==> config.mk <==
export PLATFORM = sky130hd
export DESIGN_NAME = powerup_self_test_reporter
export DESIGN_NICKNAME = d
export VERILOG_FILES = /design/src/rtl/self_test_pkg.sv /design/src/rtl/fault_code_former.sv /design/src/rtl/powerup_self_test_reporter.sv
export SDC_FILE = /design/constraint.sdc
export NUM_CORES = 1
export LEC_CHECK = 0
export ABC_AREA = 1
export BUFFER_PORTS_ARGS = -buffer_cell sky130_fd_sc_hd__buf_2
export CAP_MARGIN = 10
export CORE_ASPECT_RATIO = 1.4
export CORE_MARGIN = 10
export CORE_UTILIZATION = 41
export CTS_BUF_LIST = sky130_fd_sc_hd__clkbuf_16
export DETAILED_ROUTE_END_ITERATION = 6
export PLACE_DENSITY = 0.77
export SYNTH_ARGS = -nofsm -noshare
export SYNTH_HDL_FRONTEND = slang
export SYNTH_SLANG_ARGS = --single-unit
==> constraint.sdc <==
create_clock -name clk_in -period 3.8 [get_ports clk_in]
set_clock_uncertainty 0.05 [all_clocks]
set_input_delay 0.76 -clock clk_in [delete_from_list [all_inputs] [get_ports clk_in]]
set_output_delay 0.76 -clock clk_in [all_outputs]
set_load 0.02 [all_outputs]
==> src/rtl/self_test_pkg.sv <==
// Shared constants and types for the power-up self-test sequencer and fault reporter.
// Functional notes
// - Run self-test at power-up and on zero key in first set-up page.
// - A processor reset sequence runs the full power-up sequence with tests.
// - Test enhanced video memory only if fitted; always settings store and keyboard.
// - All tests pass: cursor goes home and all four fault LEDs turn off.
// - A fatal fault stops all operation at once; screen content may be garbage.
// - After a fatal fault a code may show on the four fault LEDs.
// - Nonfatal fault: keep running, force local mode, write one code character home.
// - Track five separate nonfatal fault classes.
// - Code characters 1,2,4,8,@ per class; combined faults add the weights.
// - Loopback and modem-line tests skip power-up; processor requests each one.
// - Local mode: no host traffic either way; keystrokes echo to the screen.
package self_test_pkg;

	// APB register byte offsets
	localparam logic [7:0] OFS_CTRL       = 8'h00;
	localparam logic [7:0] OFS_STATUS     = 8'h04;
	localparam logic [7:0] OFS_INT_STATUS = 8'h08;
	localparam logic [7:0] OFS_INT_MASK   = 8'h0c;
	localparam logic [7:0] OFS_CODE       = 8'h10;

	// Control register fields
	localparam int CTRL_EVM_FITTED  = 0;
	localparam int CTRL_LOCAL_SEL   = 1;
	localparam int CTRL_START       = 2;
	localparam int CTRL_RESUME_LINE = 3;
	localparam int CTRL_LED_LSB     = 4;

	// Status register fields
	localparam int STAT_BUSY        = 0;
	localparam int STAT_HALTED      = 1;
	localparam int STAT_LOCAL       = 2;
	localparam int STAT_MASK_LSB    = 8;
	localparam int STAT_FATAL_LSB   = 16;

	// Interrupt status bits
	localparam int INT_PASS         = 0;
	localparam int INT_NONFATAL     = 1;
	localparam int INT_FATAL        = 2;

	// Reset values
	localparam logic       RST_EVM_FITTED = 1'b0;
	localparam logic [2:0] RST_INT_MASK   = 3'h0;
	localparam logic [3:0] RST_LED        = 4'h0;

	// Base of the displayed code character
	localparam logic [7:0] CODE_BASE      = 8'h30;

	typedef enum logic [2:0] {
		ST_IDLE   = 3'b000,
		ST_ISSUE  = 3'b001,
		ST_WAIT   = 3'b010,
		ST_REPORT = 3'b011,
		ST_HALT   = 3'b100
	} state_t;

	// Test selector; the value is also the fault-mask bit index
	typedef enum logic [2:0] {
		TEST_EVM   = 3'b000,
		TEST_STORE = 3'b001,
		TEST_KBD   = 3'b010,
		TEST_LOOP  = 3'b011,
		TEST_MODEM = 3'b100
	} test_t;

endpackage

==> src/rtl/fault_code_former.sv <==
// Registered fault code character former.
`timescale 1ns/1ps
module fault_code_former #(
	parameter int MASK_W = 5
) (
	input  wire logic              clk_in,
	input  wire logic              reset_in,
	input  wire logic              load_in,
	input  wire logic [MASK_W-1:0] mask_in,
	output logic      [7:0]        char_out
);

	// The code table only covers five fault classes
	if (MASK_W != 5) begin : g_mask_check
		$error("fault_code_former needs a five-bit mask");
	end

	logic [7:0] char_reg;

	// Weighted sum is simply the base plus the mask
	always_ff @(posedge clk_in) begin
		if (reset_in) begin
			char_reg <= self_test_pkg::CODE_BASE;
		end else if (load_in) begin
			char_reg <= self_test_pkg::CODE_BASE + {3'h0, mask_in};
		end
	end

	assign char_out = char_reg;

endmodule

==> src/rtl/powerup_self_test_reporter.sv <==
// Power-up self-test sequencer, fault reporter and line/local data gate.
//
// Decided for this implementation: the register addresses and the APB register port.
`timescale 1ns/1ps
module powerup_self_test_reporter #(
	parameter int ADDR_W = 8
) (
	input  wire logic              clk_in,
	input  wire logic              reset_in,
	// APB slave
	input  wire logic              psel_in,
	input  wire logic              penable_in,
	input  wire logic              pwrite_in,
	input  wire logic [ADDR_W-1:0] paddr_in,
	input  wire logic [31:0]       pwdata_in,
	output logic                   pready_out,
	output logic      [31:0]       prdata_out,
	output logic                   pslverr_out,
	output logic                   irq_out,
	// Restart events and single-test requests
	input  wire logic              setup_page_a_in,
	input  wire logic              key_zero_in,
	input  wire logic              proc_reset_in,
	input  wire logic              proc_loopback_req_in,
	input  wire logic              proc_modem_req_in,
	// Test engine handshake
	output logic                   test_req_out,
	output logic      [2:0]        test_sel_out,
	input  wire logic              test_done_in,
	input  wire logic              test_fault_in,
	input  wire logic              test_fatal_in,
	input  wire logic [3:0]        test_fatal_code_in,
	// Screen and indicators
	output logic                   cursor_home_out,
	output logic                   code_write_out,
	output logic      [7:0]        code_char_out,
	output logic      [3:0]        fault_leds_out,
	output logic                   halted_out,
	output logic                   local_mode_out,
	// Character paths
	input  wire logic              key_valid_in,
	input  wire logic [7:0]        key_data_in,
	input  wire logic              host_rx_valid_in,
	input  wire logic [7:0]        host_rx_data_in,
	output logic                   host_tx_valid_out,
	output logic      [7:0]        host_tx_data_out,
	output logic                   screen_valid_out,
	output logic      [7:0]        screen_data_out
);

	// Offsets reach 0x10, so five address bits are the least that works
	if (ADDR_W < 5) begin : g_addr_check
		$error("ADDR_W too small for the register map");
	end

	// Everything the block remembers except the code character, registered as one word
	typedef struct packed {
		self_test_pkg::state_t state;
		self_test_pkg::test_t  test;
		logic                  chain;
		logic                  boot;
		logic                  evm_fitted;
		logic                  local_sel;
		logic                  local_forced;
		logic [3:0]            led;
		logic [3:0]            fatal_code;
		logic [4:0]            fault_mask;
		logic [2:0]            int_status;
		logic [2:0]            int_mask;
		logic [31:0]           prdata;
		logic                  pslverr;
		logic                  test_req;
		logic                  cursor_home;
		logic                  code_write;
		logic                  tx_valid;
		logic [7:0]            tx_data;
		logic                  scr_valid;
		logic [7:0]            scr_data;
	} core_t;

	core_t st_reg;
	core_t st_next;

	// One-hot fault bit for the test under way
	// Only the five listed tests exist; other codes give no bit
	function automatic logic [4:0] fault_bit(input self_test_pkg::test_t t);
		logic [4:0] b;
		b = 5'h00;
		unique case (t)
			self_test_pkg::TEST_EVM:   b = 5'h01;
			self_test_pkg::TEST_STORE: b = 5'h02;
			self_test_pkg::TEST_KBD:   b = 5'h04;
			self_test_pkg::TEST_LOOP:  b = 5'h08;
			self_test_pkg::TEST_MODEM: b = 5'h10;
			default:                   b = 5'h00;
		endcase
		return b;
	endfunction

	// Address match on the low register bits, upper bits must be zero
	function automatic logic addr_is(input logic [ADDR_W-1:0] a, input logic [7:0] ofs);
		return a == ADDR_W'(ofs);
	endfunction

	// Helper nets of the bus decode and the sequencer
	logic              setup_phase;
	logic              access_wr;
	logic              access_rd;
	logic              mapped;
	logic              powerup_trig;
	logic              line_mode;
	logic [31:0]       rd_word;
	logic [2:0]        int_set;

	// Zero-wait slave: data are prepared in the setup cycle
	assign setup_phase = psel_in && !penable_in;
	assign access_wr   = psel_in && penable_in && pwrite_in;
	assign access_rd   = psel_in && penable_in && !pwrite_in;
	assign mapped      = addr_is(paddr_in, self_test_pkg::OFS_CTRL)
		|| addr_is(paddr_in, self_test_pkg::OFS_STATUS)
		|| addr_is(paddr_in, self_test_pkg::OFS_INT_STATUS)
		|| addr_is(paddr_in, self_test_pkg::OFS_INT_MASK)
		|| addr_is(paddr_in, self_test_pkg::OFS_CODE);

	// Every restart source, including the boot after reset
	assign powerup_trig = st_reg.boot
		|| (setup_page_a_in && key_zero_in)
		|| proc_reset_in
		|| (access_wr && addr_is(paddr_in, self_test_pkg::OFS_CTRL)
			&& pwdata_in[self_test_pkg::CTRL_START]);

	// Read mux
	// Latched in the setup cycle, so a read never sees its own side effect
	always_comb begin
		rd_word = 32'h0000_0000;
		if (addr_is(paddr_in, self_test_pkg::OFS_CTRL)) begin
			rd_word[self_test_pkg::CTRL_EVM_FITTED] = st_reg.evm_fitted;
			rd_word[self_test_pkg::CTRL_LOCAL_SEL]  = st_reg.local_sel;
			rd_word[self_test_pkg::CTRL_LED_LSB +: 4] = st_reg.led;
		end else if (addr_is(paddr_in, self_test_pkg::OFS_STATUS)) begin
			rd_word[self_test_pkg::STAT_BUSY]   = st_reg.state != self_test_pkg::ST_IDLE
				&& st_reg.state != self_test_pkg::ST_HALT;
			rd_word[self_test_pkg::STAT_HALTED] = st_reg.state == self_test_pkg::ST_HALT;
			rd_word[self_test_pkg::STAT_LOCAL]  = st_reg.local_sel || st_reg.local_forced;
			rd_word[self_test_pkg::STAT_MASK_LSB +: 5]  = st_reg.fault_mask;
			rd_word[self_test_pkg::STAT_FATAL_LSB +: 4] = st_reg.fatal_code;
		end else if (addr_is(paddr_in, self_test_pkg::OFS_INT_STATUS)) begin
			rd_word[2:0] = st_reg.int_status;
		end else if (addr_is(paddr_in, self_test_pkg::OFS_INT_MASK)) begin
			rd_word[2:0] = st_reg.int_mask;
		end else if (addr_is(paddr_in, self_test_pkg::OFS_CODE)) begin
			rd_word[7:0] = code_char_out;
		end
	end

	// Whole next state of the block
	always_comb begin
		st_next             = st_reg;
		int_set             = 3'h0;
		st_next.test_req    = 1'b0;
		st_next.cursor_home = 1'b0;
		st_next.code_write  = 1'b0;
		st_next.tx_valid    = 1'b0;
		st_next.scr_valid   = 1'b0;
		st_next.boot        = 1'b0;

		// Bus setup cycle latches answer and error
		if (setup_phase) begin
			st_next.prdata  = rd_word;
			st_next.pslverr = !mapped;
		end

		// Register writes
		if (access_wr && addr_is(paddr_in, self_test_pkg::OFS_CTRL)) begin
			st_next.evm_fitted = pwdata_in[self_test_pkg::CTRL_EVM_FITTED];
			st_next.local_sel  = pwdata_in[self_test_pkg::CTRL_LOCAL_SEL];
			if (st_reg.state != self_test_pkg::ST_HALT) begin
				st_next.led = pwdata_in[self_test_pkg::CTRL_LED_LSB +: 4];
			end
			if (pwdata_in[self_test_pkg::CTRL_RESUME_LINE]) begin
				st_next.local_forced = 1'b0;
			end
		end
		if (access_wr && addr_is(paddr_in, self_test_pkg::OFS_INT_MASK)) begin
			st_next.int_mask = pwdata_in[2:0];
		end

		// Sequencer
		unique case (st_reg.state)
			self_test_pkg::ST_HALT: begin
				// Only a reset leaves the halt; every other event is ignored
				st_next.state = self_test_pkg::ST_HALT;
			end
			self_test_pkg::ST_IDLE: begin
				if (powerup_trig) begin
					st_next.state      = self_test_pkg::ST_ISSUE;
					st_next.chain      = 1'b1;
					st_next.fault_mask = 5'h00;
					st_next.local_forced = 1'b0;
					st_next.test       = st_next.evm_fitted ? self_test_pkg::TEST_EVM
						: self_test_pkg::TEST_STORE;
				end else if (proc_loopback_req_in) begin
					st_next.state = self_test_pkg::ST_ISSUE;
					st_next.chain = 1'b0;
					st_next.test  = self_test_pkg::TEST_LOOP;
				end else if (proc_modem_req_in) begin
					st_next.state = self_test_pkg::ST_ISSUE;
					st_next.chain = 1'b0;
					st_next.test  = self_test_pkg::TEST_MODEM;
				end
			end
			self_test_pkg::ST_ISSUE: begin
				st_next.test_req = 1'b1;
				st_next.state    = self_test_pkg::ST_WAIT;
			end
			self_test_pkg::ST_WAIT: begin
				if (test_done_in) begin
					if (test_fatal_in) begin
						// Freeze at once; LEDs carry the code as a best effort
						st_next.state      = self_test_pkg::ST_HALT;
						st_next.fatal_code = test_fatal_code_in;
						st_next.led        = test_fatal_code_in;
						int_set[self_test_pkg::INT_FATAL] = 1'b1;
					end else begin
						if (test_fault_in) begin
							st_next.fault_mask = st_reg.fault_mask | fault_bit(st_reg.test);
						end
						// Power-up chain stops after the keyboard test
						if (st_reg.chain && st_reg.test != self_test_pkg::TEST_KBD) begin
							st_next.state = self_test_pkg::ST_ISSUE;
							st_next.test  = st_reg.test == self_test_pkg::TEST_EVM
								? self_test_pkg::TEST_STORE : self_test_pkg::TEST_KBD;
						end else begin
							st_next.state = self_test_pkg::ST_REPORT;
						end
					end
				end
			end
			self_test_pkg::ST_REPORT: begin
				st_next.state = self_test_pkg::ST_IDLE;
				if (st_reg.fault_mask != 5'h00) begin
					st_next.local_forced = 1'b1;
					st_next.code_write   = 1'b1;
					int_set[self_test_pkg::INT_NONFATAL] = 1'b1;
				end else begin
					if (st_reg.chain) begin
						st_next.cursor_home = 1'b1;
						st_next.led         = self_test_pkg::RST_LED;
					end
					int_set[self_test_pkg::INT_PASS] = 1'b1;
				end
			end
			default: begin
				st_next.state = self_test_pkg::ST_IDLE;
			end
		endcase

		// A processor or operator restart aborts a test in progress.
		// A fatal result in the same cycle wins: the halt is never undone.
		// An issue cycle's request is dropped so the request pulses once.
		if (powerup_trig && st_reg.state != self_test_pkg::ST_IDLE
			&& st_reg.state != self_test_pkg::ST_HALT
			&& st_next.state != self_test_pkg::ST_HALT) begin
			st_next.state        = self_test_pkg::ST_ISSUE;
			st_next.test_req     = 1'b0;
			st_next.chain        = 1'b1;
			st_next.fault_mask   = 5'h00;
			st_next.local_forced = 1'b0;
			st_next.cursor_home  = 1'b0;
			st_next.code_write   = 1'b0;
			int_set              = 3'h0;
			st_next.test         = st_next.evm_fitted ? self_test_pkg::TEST_EVM
				: self_test_pkg::TEST_STORE;
		end

		// Read of interrupt status clears it; a same-cycle event survives
		if (access_rd && addr_is(paddr_in, self_test_pkg::OFS_INT_STATUS)) begin
			st_next.int_status = int_set;
		end else begin
			st_next.int_status = st_reg.int_status | int_set;
		end

		// Character paths, dead during tests and after a fatal halt
		// Nothing moves in the cycle the sequencer leaves or enters idle
		if (st_next.state == self_test_pkg::ST_IDLE && st_reg.state == self_test_pkg::ST_IDLE) begin
			if (!line_mode) begin
				st_next.scr_valid = key_valid_in;
				st_next.scr_data  = key_data_in;
			end else begin
				st_next.tx_valid  = key_valid_in;
				st_next.tx_data   = key_data_in;
				st_next.scr_valid = host_rx_valid_in;
				st_next.scr_data  = host_rx_data_in;
			end
		end
	end

	// Local when selected by software or forced by a nonfatal fault
	// Forced local stays until a resume write or a new power-up run
	assign line_mode = !(st_reg.local_sel || st_reg.local_forced);

	// Single state register
	// Boot flag makes the first cycle after reset act as a power-up event
	always_ff @(posedge clk_in) begin
		if (reset_in) begin
			st_reg              <= '0;
			st_reg.state        <= self_test_pkg::ST_IDLE;
			st_reg.test         <= self_test_pkg::TEST_EVM;
			st_reg.boot         <= 1'b1;
			st_reg.evm_fitted   <= self_test_pkg::RST_EVM_FITTED;
			st_reg.int_mask     <= self_test_pkg::RST_INT_MASK;
			st_reg.led          <= self_test_pkg::RST_LED;
		end else begin
			st_reg <= st_next;
		end
	end

	// Code character built in step with the code write pulse
	fault_code_former #(
		.MASK_W (5)
	) u_code (
		.clk_in   (clk_in),
		.reset_in (reset_in),
		.load_in  (st_next.code_write),
		.mask_in  (st_reg.fault_mask),
		.char_out (code_char_out)
	);

	// Outputs
	// Ready is tied high: every access completes in its first access cycle
	assign pready_out        = 1'b1;
	assign prdata_out        = st_reg.prdata;
	assign pslverr_out       = st_reg.pslverr && psel_in && penable_in;
	assign irq_out           = |(st_reg.int_status & st_reg.int_mask);
	assign test_req_out      = st_reg.test_req;
	assign test_sel_out      = st_reg.test;
	assign cursor_home_out   = st_reg.cursor_home;
	assign code_write_out    = st_reg.code_write;
	assign fault_leds_out    = st_reg.led;
	assign halted_out        = st_reg.state == self_test_pkg::ST_HALT;
	assign local_mode_out    = !line_mode;
	assign host_tx_valid_out = st_reg.tx_valid;
	assign host_tx_data_out  = st_reg.tx_data;
	assign screen_valid_out  = st_reg.scr_valid;
	assign screen_data_out   = st_reg.scr_data;

endmodule

---- After elaboration in Yosys (flattened, before gate mapping) ----
Cells that the tools add are included.
cells by class
  add/sub/neg operators ................... 1
  multipliers ............................. 0
  divide/modulo/power cells ............... 0
  magnitude comparators ................... 0
  eq/ne operators ......................... 23
  shifts and indexed selects .............. 0
  muxes and demuxes ....................... 70
  bitwise logic cells ..................... 6
  reduce and logical (&&, ||, !) cells .... 48
operators by type and width
  cell                  number
  $mux W77              1
  $mux W5               13
  $mux W7               5
  $mux W3               10
  $mux W4               7
  $pmux W5 S5           1
  $mux W21              1
  $mux W18              1
  $mux W9               2
  $logic_and A1 B1 Y1   17
  $eq A8 B4 Y1 const B  2
  $mux W8               2
  $ne A3 B3 Y1 const B  5
  $mux W1               14
  $mux W13              1
  $eq A3 B2 Y1 const B  4
  $mux W2               6
  $pmux W3 S4           1
  $pmux W5 S2           1
  $reduce_and A5 Y1     2
  $logic_not A3 Y1      3
  $eq A8 B3 Y1 const B  1
  $eq A8 B5 Y1 const B  1
  $logic_not A8 Y1      1
  other kinds (25)      46
storage, ports and cells
  flip-flop bits (word level) ............. 77
  latch bits .............................. 0
  memory bits (writable) .................. 0
  ROM bits ................................ 0
  bits of input ports ..................... 75
  output and inout port bits .............. 73
  logic and storage cells ................. 170
  memories kept ........................... 0

---- Depth between registers and ports, before layout ----
  depth in word-level cells ............... 14
  mapped depth ............................ 12
  depth with buffers taken out ............ 12

---- Hierarchy ----
From an unflattened synthesis, not the netlist that was laid out.
second synthesis, totals
  cell total of the unflattened synthesis .. 517
  area total of the unflattened synthesis .. 3,749.8 um^2
by module, submodules not included
  module                      instances  cells each  area each (um^2)  sequential area each (um^2)
  powerup_self_test_reporter  1          489         3,532.1           1,381.3
  fault_code_former           1          28          217.7             120.1

---- Least setup slack after synthesis ----
OpenSTA, ideal clock, no wires.
  path kind ............................... input -> register
  start ................................... input port paddr_in[7]
  end ..................................... register st_reg[58] (netlist name)
  library setup time ...................... 0.115 ns
  data arrival time ....................... 1.857 ns
  required time ........................... 3.635 ns
  slack ................................... 1.778 ns
  stages on the path ...................... 10
  path buffers ............................ 1
  path through ............................ nor2_2 nand2_1 nor2_4 nand3_2 nand2_4 nand2_4 nand2_4 buf_6 nor2_4 a31o_1
on the way
  longest elaborated chain between the ends .. 11
  elaborated cells on any way between the ends .. 15
  those cells by class .................... 2 x eq/ne; 4 x mux; 1 x bitwise; 8 x reduce/logical
ends and longest elaborated chain
  item                    line                               source
  start: declaration      powerup_self_test_reporter.sv:14   input wire logic [ADDR_W-1:0] paddr_in,
  $logic_not A8 Y1        powerup_self_test_reporter.sv:102  return a == ADDR_W'(ofs);
  $logic_and A1 B1 Y1     powerup_self_test_reporter.sv:129  || (access_wr && addr_is(paddr_in, self_test_pkg::OFS_CTRL)
  $logic_and A1 B1 Y1     powerup_self_test_reporter.sv:130  && pwdata_in[self_test_pkg::CTRL_START]);
  $logic_or A1 B1 Y1      powerup_self_test_reporter.sv:129
  $mux W7                 powerup_self_test_reporter.sv:195  if (powerup_trig) begin
  $pmux W3 S4             powerup_self_test_reporter.sv:189  unique case (st_reg.state)
  $ne A3 B3 Y1            powerup_self_test_reporter.sv:263  && st_next.state != self_test_pkg::ST_HALT) begin
  $logic_and A1 B1 Y1     powerup_self_test_reporter.sv:263
  $mux W3                 powerup_self_test_reporter.sv:261  if (powerup_trig && st_reg.state != self_test_pkg::ST_IDLE
  $or A3 B3 Y3            powerup_self_test_reporter.sv:280  st_next.int_status = st_reg.int_status | int_set;
  $mux W3 (*)             powerup_self_test_reporter.sv:277  if (access_rd && addr_is(paddr_in, self_test_pkg::OFS_INT_STATUS)) begin
  end signal: assignment  powerup_self_test_reporter.sv:314  st_reg <= st_next;
  end: declaration        powerup_self_test_reporter.sv:81   core_t st_reg;
Mark *: on every way between the ends. The rest lies on a longest branch, timed or not.
A chain may end at the register's enable or synchronous reset.

---- Worst setup path in the final report ----
  start ................................... register st_reg[74] (netlist name)
  end ..................................... output port local_mode_out
on the way
  longest elaborated chain between the ends .. 1
ends and longest elaborated chain
  item                line                               source
  $logic_or A1 B1 Y1  powerup_self_test_reporter.sv:300  assign line_mode = !(st_reg.local_sel || st_reg.local_forced);
  end: declaration    powerup_self_test_reporter.sv:39   output logic local_mode_out,
Every way passes these cells.

==> summary.md <==
The die is 134 um tall. The measured slew at the worst slew-check pin is 0.771 ns, and the power per unit of standard cell area is 464 mW/mm2. Counting flops and latches in the post-synthesis netlist gives 75.

The number of vias per cell after detailed routing was 5.05. For this run, the post-layout net count is 660. Setup repair after global routing left no endpoint under its margin. For the arrival time at the worst endpoint, the log shows 1.71 ns. The effective utilization at floorplan came out at 42.2%. Detailed routing inserted a total of 3521 vias. After detailed routing, the total wire length is 10.5 mm. The share of the synthesized area in the top cell type is 39.4%. The first global-routing pass estimated 16.5 mm of wire.

Clock tree synthesis found a total of 75 sinks. In this run, the number of DRC markers left after iteration 0 of detailed routing was 133. The critical path is of the reg -> out type.

Initial antenna violation count: 0. Counting flops with a built-in enable in the synthesized netlist gives 0. Final hold analysis gives a worst-case slack of 0.415 ns. The fmax is 0.397 GHz. Compared with the post-synthesis result, the final layout area differs by 14.6%.

In the post-synthesis netlist, the biggest area contributors are sky130_fd_sc_hd__dfxtp_1 39%, sky130_fd_sc_hd__buf_4 12%, sky130_fd_sc_hd__nand2_1 8.2%. Measured on the finished design, the core utilization comes to 48.4%. The type of the tightest min-delay check was reg -> reg. The placed instances occupy a cell area of 0.00404 mm2. The mean post-synth cell area was 7.28 um2. The logs give 0.886 for the weighted congestion reported at the end of routability-driven placement and 3502 for the via count of the first global-routing pass. Die outline width: 101 um. The most used flip-flop cell after synthesis is sky130_fd_sc_hd__dfxtp_1. Post-placement cell count: 681. TritonCTS built the clock tree.

After the flow finishes, the layout carries non-filler instances totaling 697. The max-capacitance violation count was 0; the setup TNS was 0 ns. The deepest level of the CTS H-tree was 3. For the worst setup path, the data required time is 2.99 ns. The number of port buffers is 106, and the design area is 0.00437 mm2. The remaining routing DRC violations came out at 0. The worst path setup slack after routing came out at 1.28 ns. The count of buffers added by post-CTS timing repair for setup was 0.

The tools report the aggregate global routing overflow as 0. Before antenna repair, the detailed router went through 4 iterations. The tools report the leakage power as 2.14 nW. Entering global routing, the biggest net connects 40 pins.

After technology mapping, the gate count stands at 524. The clock passes through at most 2 buffers. Clock tree synthesis inserted a total of 9 buffers. OpenSTA, run right after detailed placement, puts the worst setup slack at 1.09 ns.

Number of endpoints failing setup at the final stage: 0. The tools report the max-slew violation count as 0. Dividing the detail-routed wire length by the instance count gives 15.0 um. The run finished with clean final reports.

The number of inserted filler cells in the final layout was 895; the final critical delay including setup and external delays was 2.52 ns. The setup check on the worst reg-to-reg path leaves a slack of 1.46 ns. The final hold violation count is 0, and the clock-pin slew on the worst setup and hold paths is 0.06 ns. Detailed placement finished with a half-perimeter wire length of 8.32 mm. STA classifies the critical path endpoint as an output pin. The proportion of synthesized flip-flops having asynchronous set or reset was 0%; the number of synthesis warnings was 0.

The top fanout value on the critical path is 19. The netlist area before placement was 0.00381 mm2; the register area share after synthesis was 39.4%. After layout, the design draws a total of 2.03 mW. For this design, the CTS-stage hold fixing added 0 buffers. The maximum vdd drop was 272 uV. The run gives 41 as the number of placement rows. In this run, post-CTS repair resized a total of 0 instances.

Headroom to the max-slew limit: 48.3%. The clock reaches the later pin of the worst-skew pair after 0.33 ns. The worst path uses 66.2% of the clock period. The total I/O pin count is 148, and the count of different cell masters after synthesis is 35. The run gives 0 as the remaining number of nets flagged by the antenna check after routing.

The number of antenna diodes in the final layout is 0. The die area is 0.0136 mm2. The cell sitting at the root of the clock tree is a sky130_fd_sc_hd__clkbuf_16. The worst setup path is launched from a register. In this run the standard cell core region covers 0.00903 mm2. The register with the most flip-flops in the layout has 24 of them.

In the final layout, the share of cells above drive strength 1 is 25.8%. The biggest area consumer among synthesized cells was sky130_fd_sc_hd__dfxtp_1. In the global route stage, overall resource usage came out at 15.1%.
-- synthesized netlist by cell type, types with 2 or more instances --
cell	instances
sky130_fd_sc_hd__nand2_1	83
sky130_fd_sc_hd__dfxtp_1	75
sky130_fd_sc_hd__buf_4	59
sky130_fd_sc_hd__inv_1	57
sky130_fd_sc_hd__a21oi_1	55
sky130_fd_sc_hd__nor2_1	43
sky130_fd_sc_hd__nand3_1	32
sky130_fd_sc_hd__o21ai_0	27
sky130_fd_sc_hd__nand4_1	13
sky130_fd_sc_hd__clkbuf_1	9
sky130_fd_sc_hd__nor3_1	8
sky130_fd_sc_hd__o211ai_1	8
sky130_fd_sc_hd__o21ai_1	6
sky130_fd_sc_hd__inv_2	5
sky130_fd_sc_hd__nor2_2	5
sky130_fd_sc_hd__buf_2	4
sky130_fd_sc_hd__nand2_2	4
sky130_fd_sc_hd__nand2_4	4
sky130_fd_sc_hd__nand3_2	3
sky130_fd_sc_hd__nor2_4	3
sky130_fd_sc_hd__o221ai_1	3
sky130_fd_sc_hd__a31oi_1	2
sky130_fd_sc_hd__conb_1	2
sky130_fd_sc_hd__nor4_1	2
sky130_fd_sc_hd__o2111ai_1	2
-- power breakdown --
part,switching [mW],total [mW],internal [mW]
sequential,0.0243,0.837,0.813
combinational,0.187,0.271,0.0838
clock,0.341,0.920,0.579
-- worst paths after layout --
path	from	end	cells after the start
max	st_reg[74]	local_mode_out	3
min	prdata_out[8]	prdata_out[8]	2
max reg2reg	st_reg[81]	host_tx_data_out[4]	7
min reg2reg	prdata_out[8]	prdata_out[8]	2
-- cell families (layout without fill, tap and decap cells) --
group,after synthesis,in the layout,synth area share (%)
buf+inv,137,188,19.6
simple gates,204,204,25.6
flops,75,75,39.4
compound gates,106,106,15.2
other cells,2,17,0.197
-- critical path, cell delays in order (launching register included) --
cell,delay [ns]
sky130_fd_sc_hd__dfxtp_1,0.33
sky130_fd_sc_hd__nor2_2,0.52
sky130_fd_sc_hd__inv_1,0.27
sky130_fd_sc_hd__buf_2,0.24
-- final cells by class --
| type | count | area, um2 | area share, % |
|---|---|---|---|
| inverters | 63 | 236 | 5.41 |
| clock inverters | 7 | 100 | 2.29 |
| multi-input cells | 327 | 1620 | 37.1 |
| clock buffers | 9 | 225 | 5.15 |
| well taps | 107 | 134 | 3.06 |
| flip-flops and latches | 75 | 1500 | 34.4 |
| repair buffers | 109 | 553 | 12.7 |
-- layer usage --
metal / share of wire, % / global-route usage, % / vias to the layer above
li1: - / - / 1765
met1: 39 / 16.0 / 1621
met2: 51 / 26.0 / 116
met3: 8.1 / 4.78 / 19
met4: 2.6 / 7.38 / 0
met5: 0 / 0 / -
-- cell usage in the layout (no fill, tap or decap), types with 2 or more instances in the layout --
| master | synthesis | final |
|---|---|---|
| sky130_fd_sc_hd__nand4_1 | 13 | 13 |
| sky130_fd_sc_hd__nor3_1 | 8 | 8 |
| sky130_fd_sc_hd__buf_4 | 59 | 3 |
| sky130_fd_sc_hd__buf_2 | 4 | 106 |
| sky130_fd_sc_hd__nand2_4 | 4 | 4 |
| sky130_fd_sc_hd__nor4_1 | 2 | 2 |
| sky130_fd_sc_hd__o2111ai_1 | 2 | 2 |
| sky130_fd_sc_hd__a31oi_1 | 2 | 2 |
| sky130_fd_sc_hd__inv_6 | 0 | 2 |
| sky130_fd_sc_hd__nor2_4 | 3 | 3 |
| sky130_fd_sc_hd__clkbuf_16 | 0 | 9 |
| sky130_fd_sc_hd__o21ai_1 | 6 | 6 |
| sky130_fd_sc_hd__inv_1 | 57 | 57 |
| sky130_fd_sc_hd__nor2_2 | 5 | 5 |
| sky130_fd_sc_hd__nand3_2 | 3 | 3 |
| sky130_fd_sc_hd__nand3_1 | 32 | 32 |
| sky130_fd_sc_hd__dfxtp_1 | 75 | 75 |
| sky130_fd_sc_hd__o21ai_0 | 27 | 27 |
| sky130_fd_sc_hd__nand2_1 | 83 | 83 |
| sky130_fd_sc_hd__nand2_2 | 4 | 4 |
| sky130_fd_sc_hd__clkinvlp_4 | 0 | 3 |
| sky130_fd_sc_hd__nor2_1 | 43 | 43 |
| sky130_fd_sc_hd__conb_1 | 2 | 17 |
| sky130_fd_sc_hd__bufinv_16 | 0 | 2 |
| sky130_fd_sc_hd__inv_2 | 5 | 5 |
| sky130_fd_sc_hd__a21oi_1 | 55 | 55 |
| sky130_fd_sc_hd__o211ai_1 | 8 | 8 |
| sky130_fd_sc_hd__o221ai_1 | 3 | 3 |
Note: power is estimated with default switching activity, not from simulation.
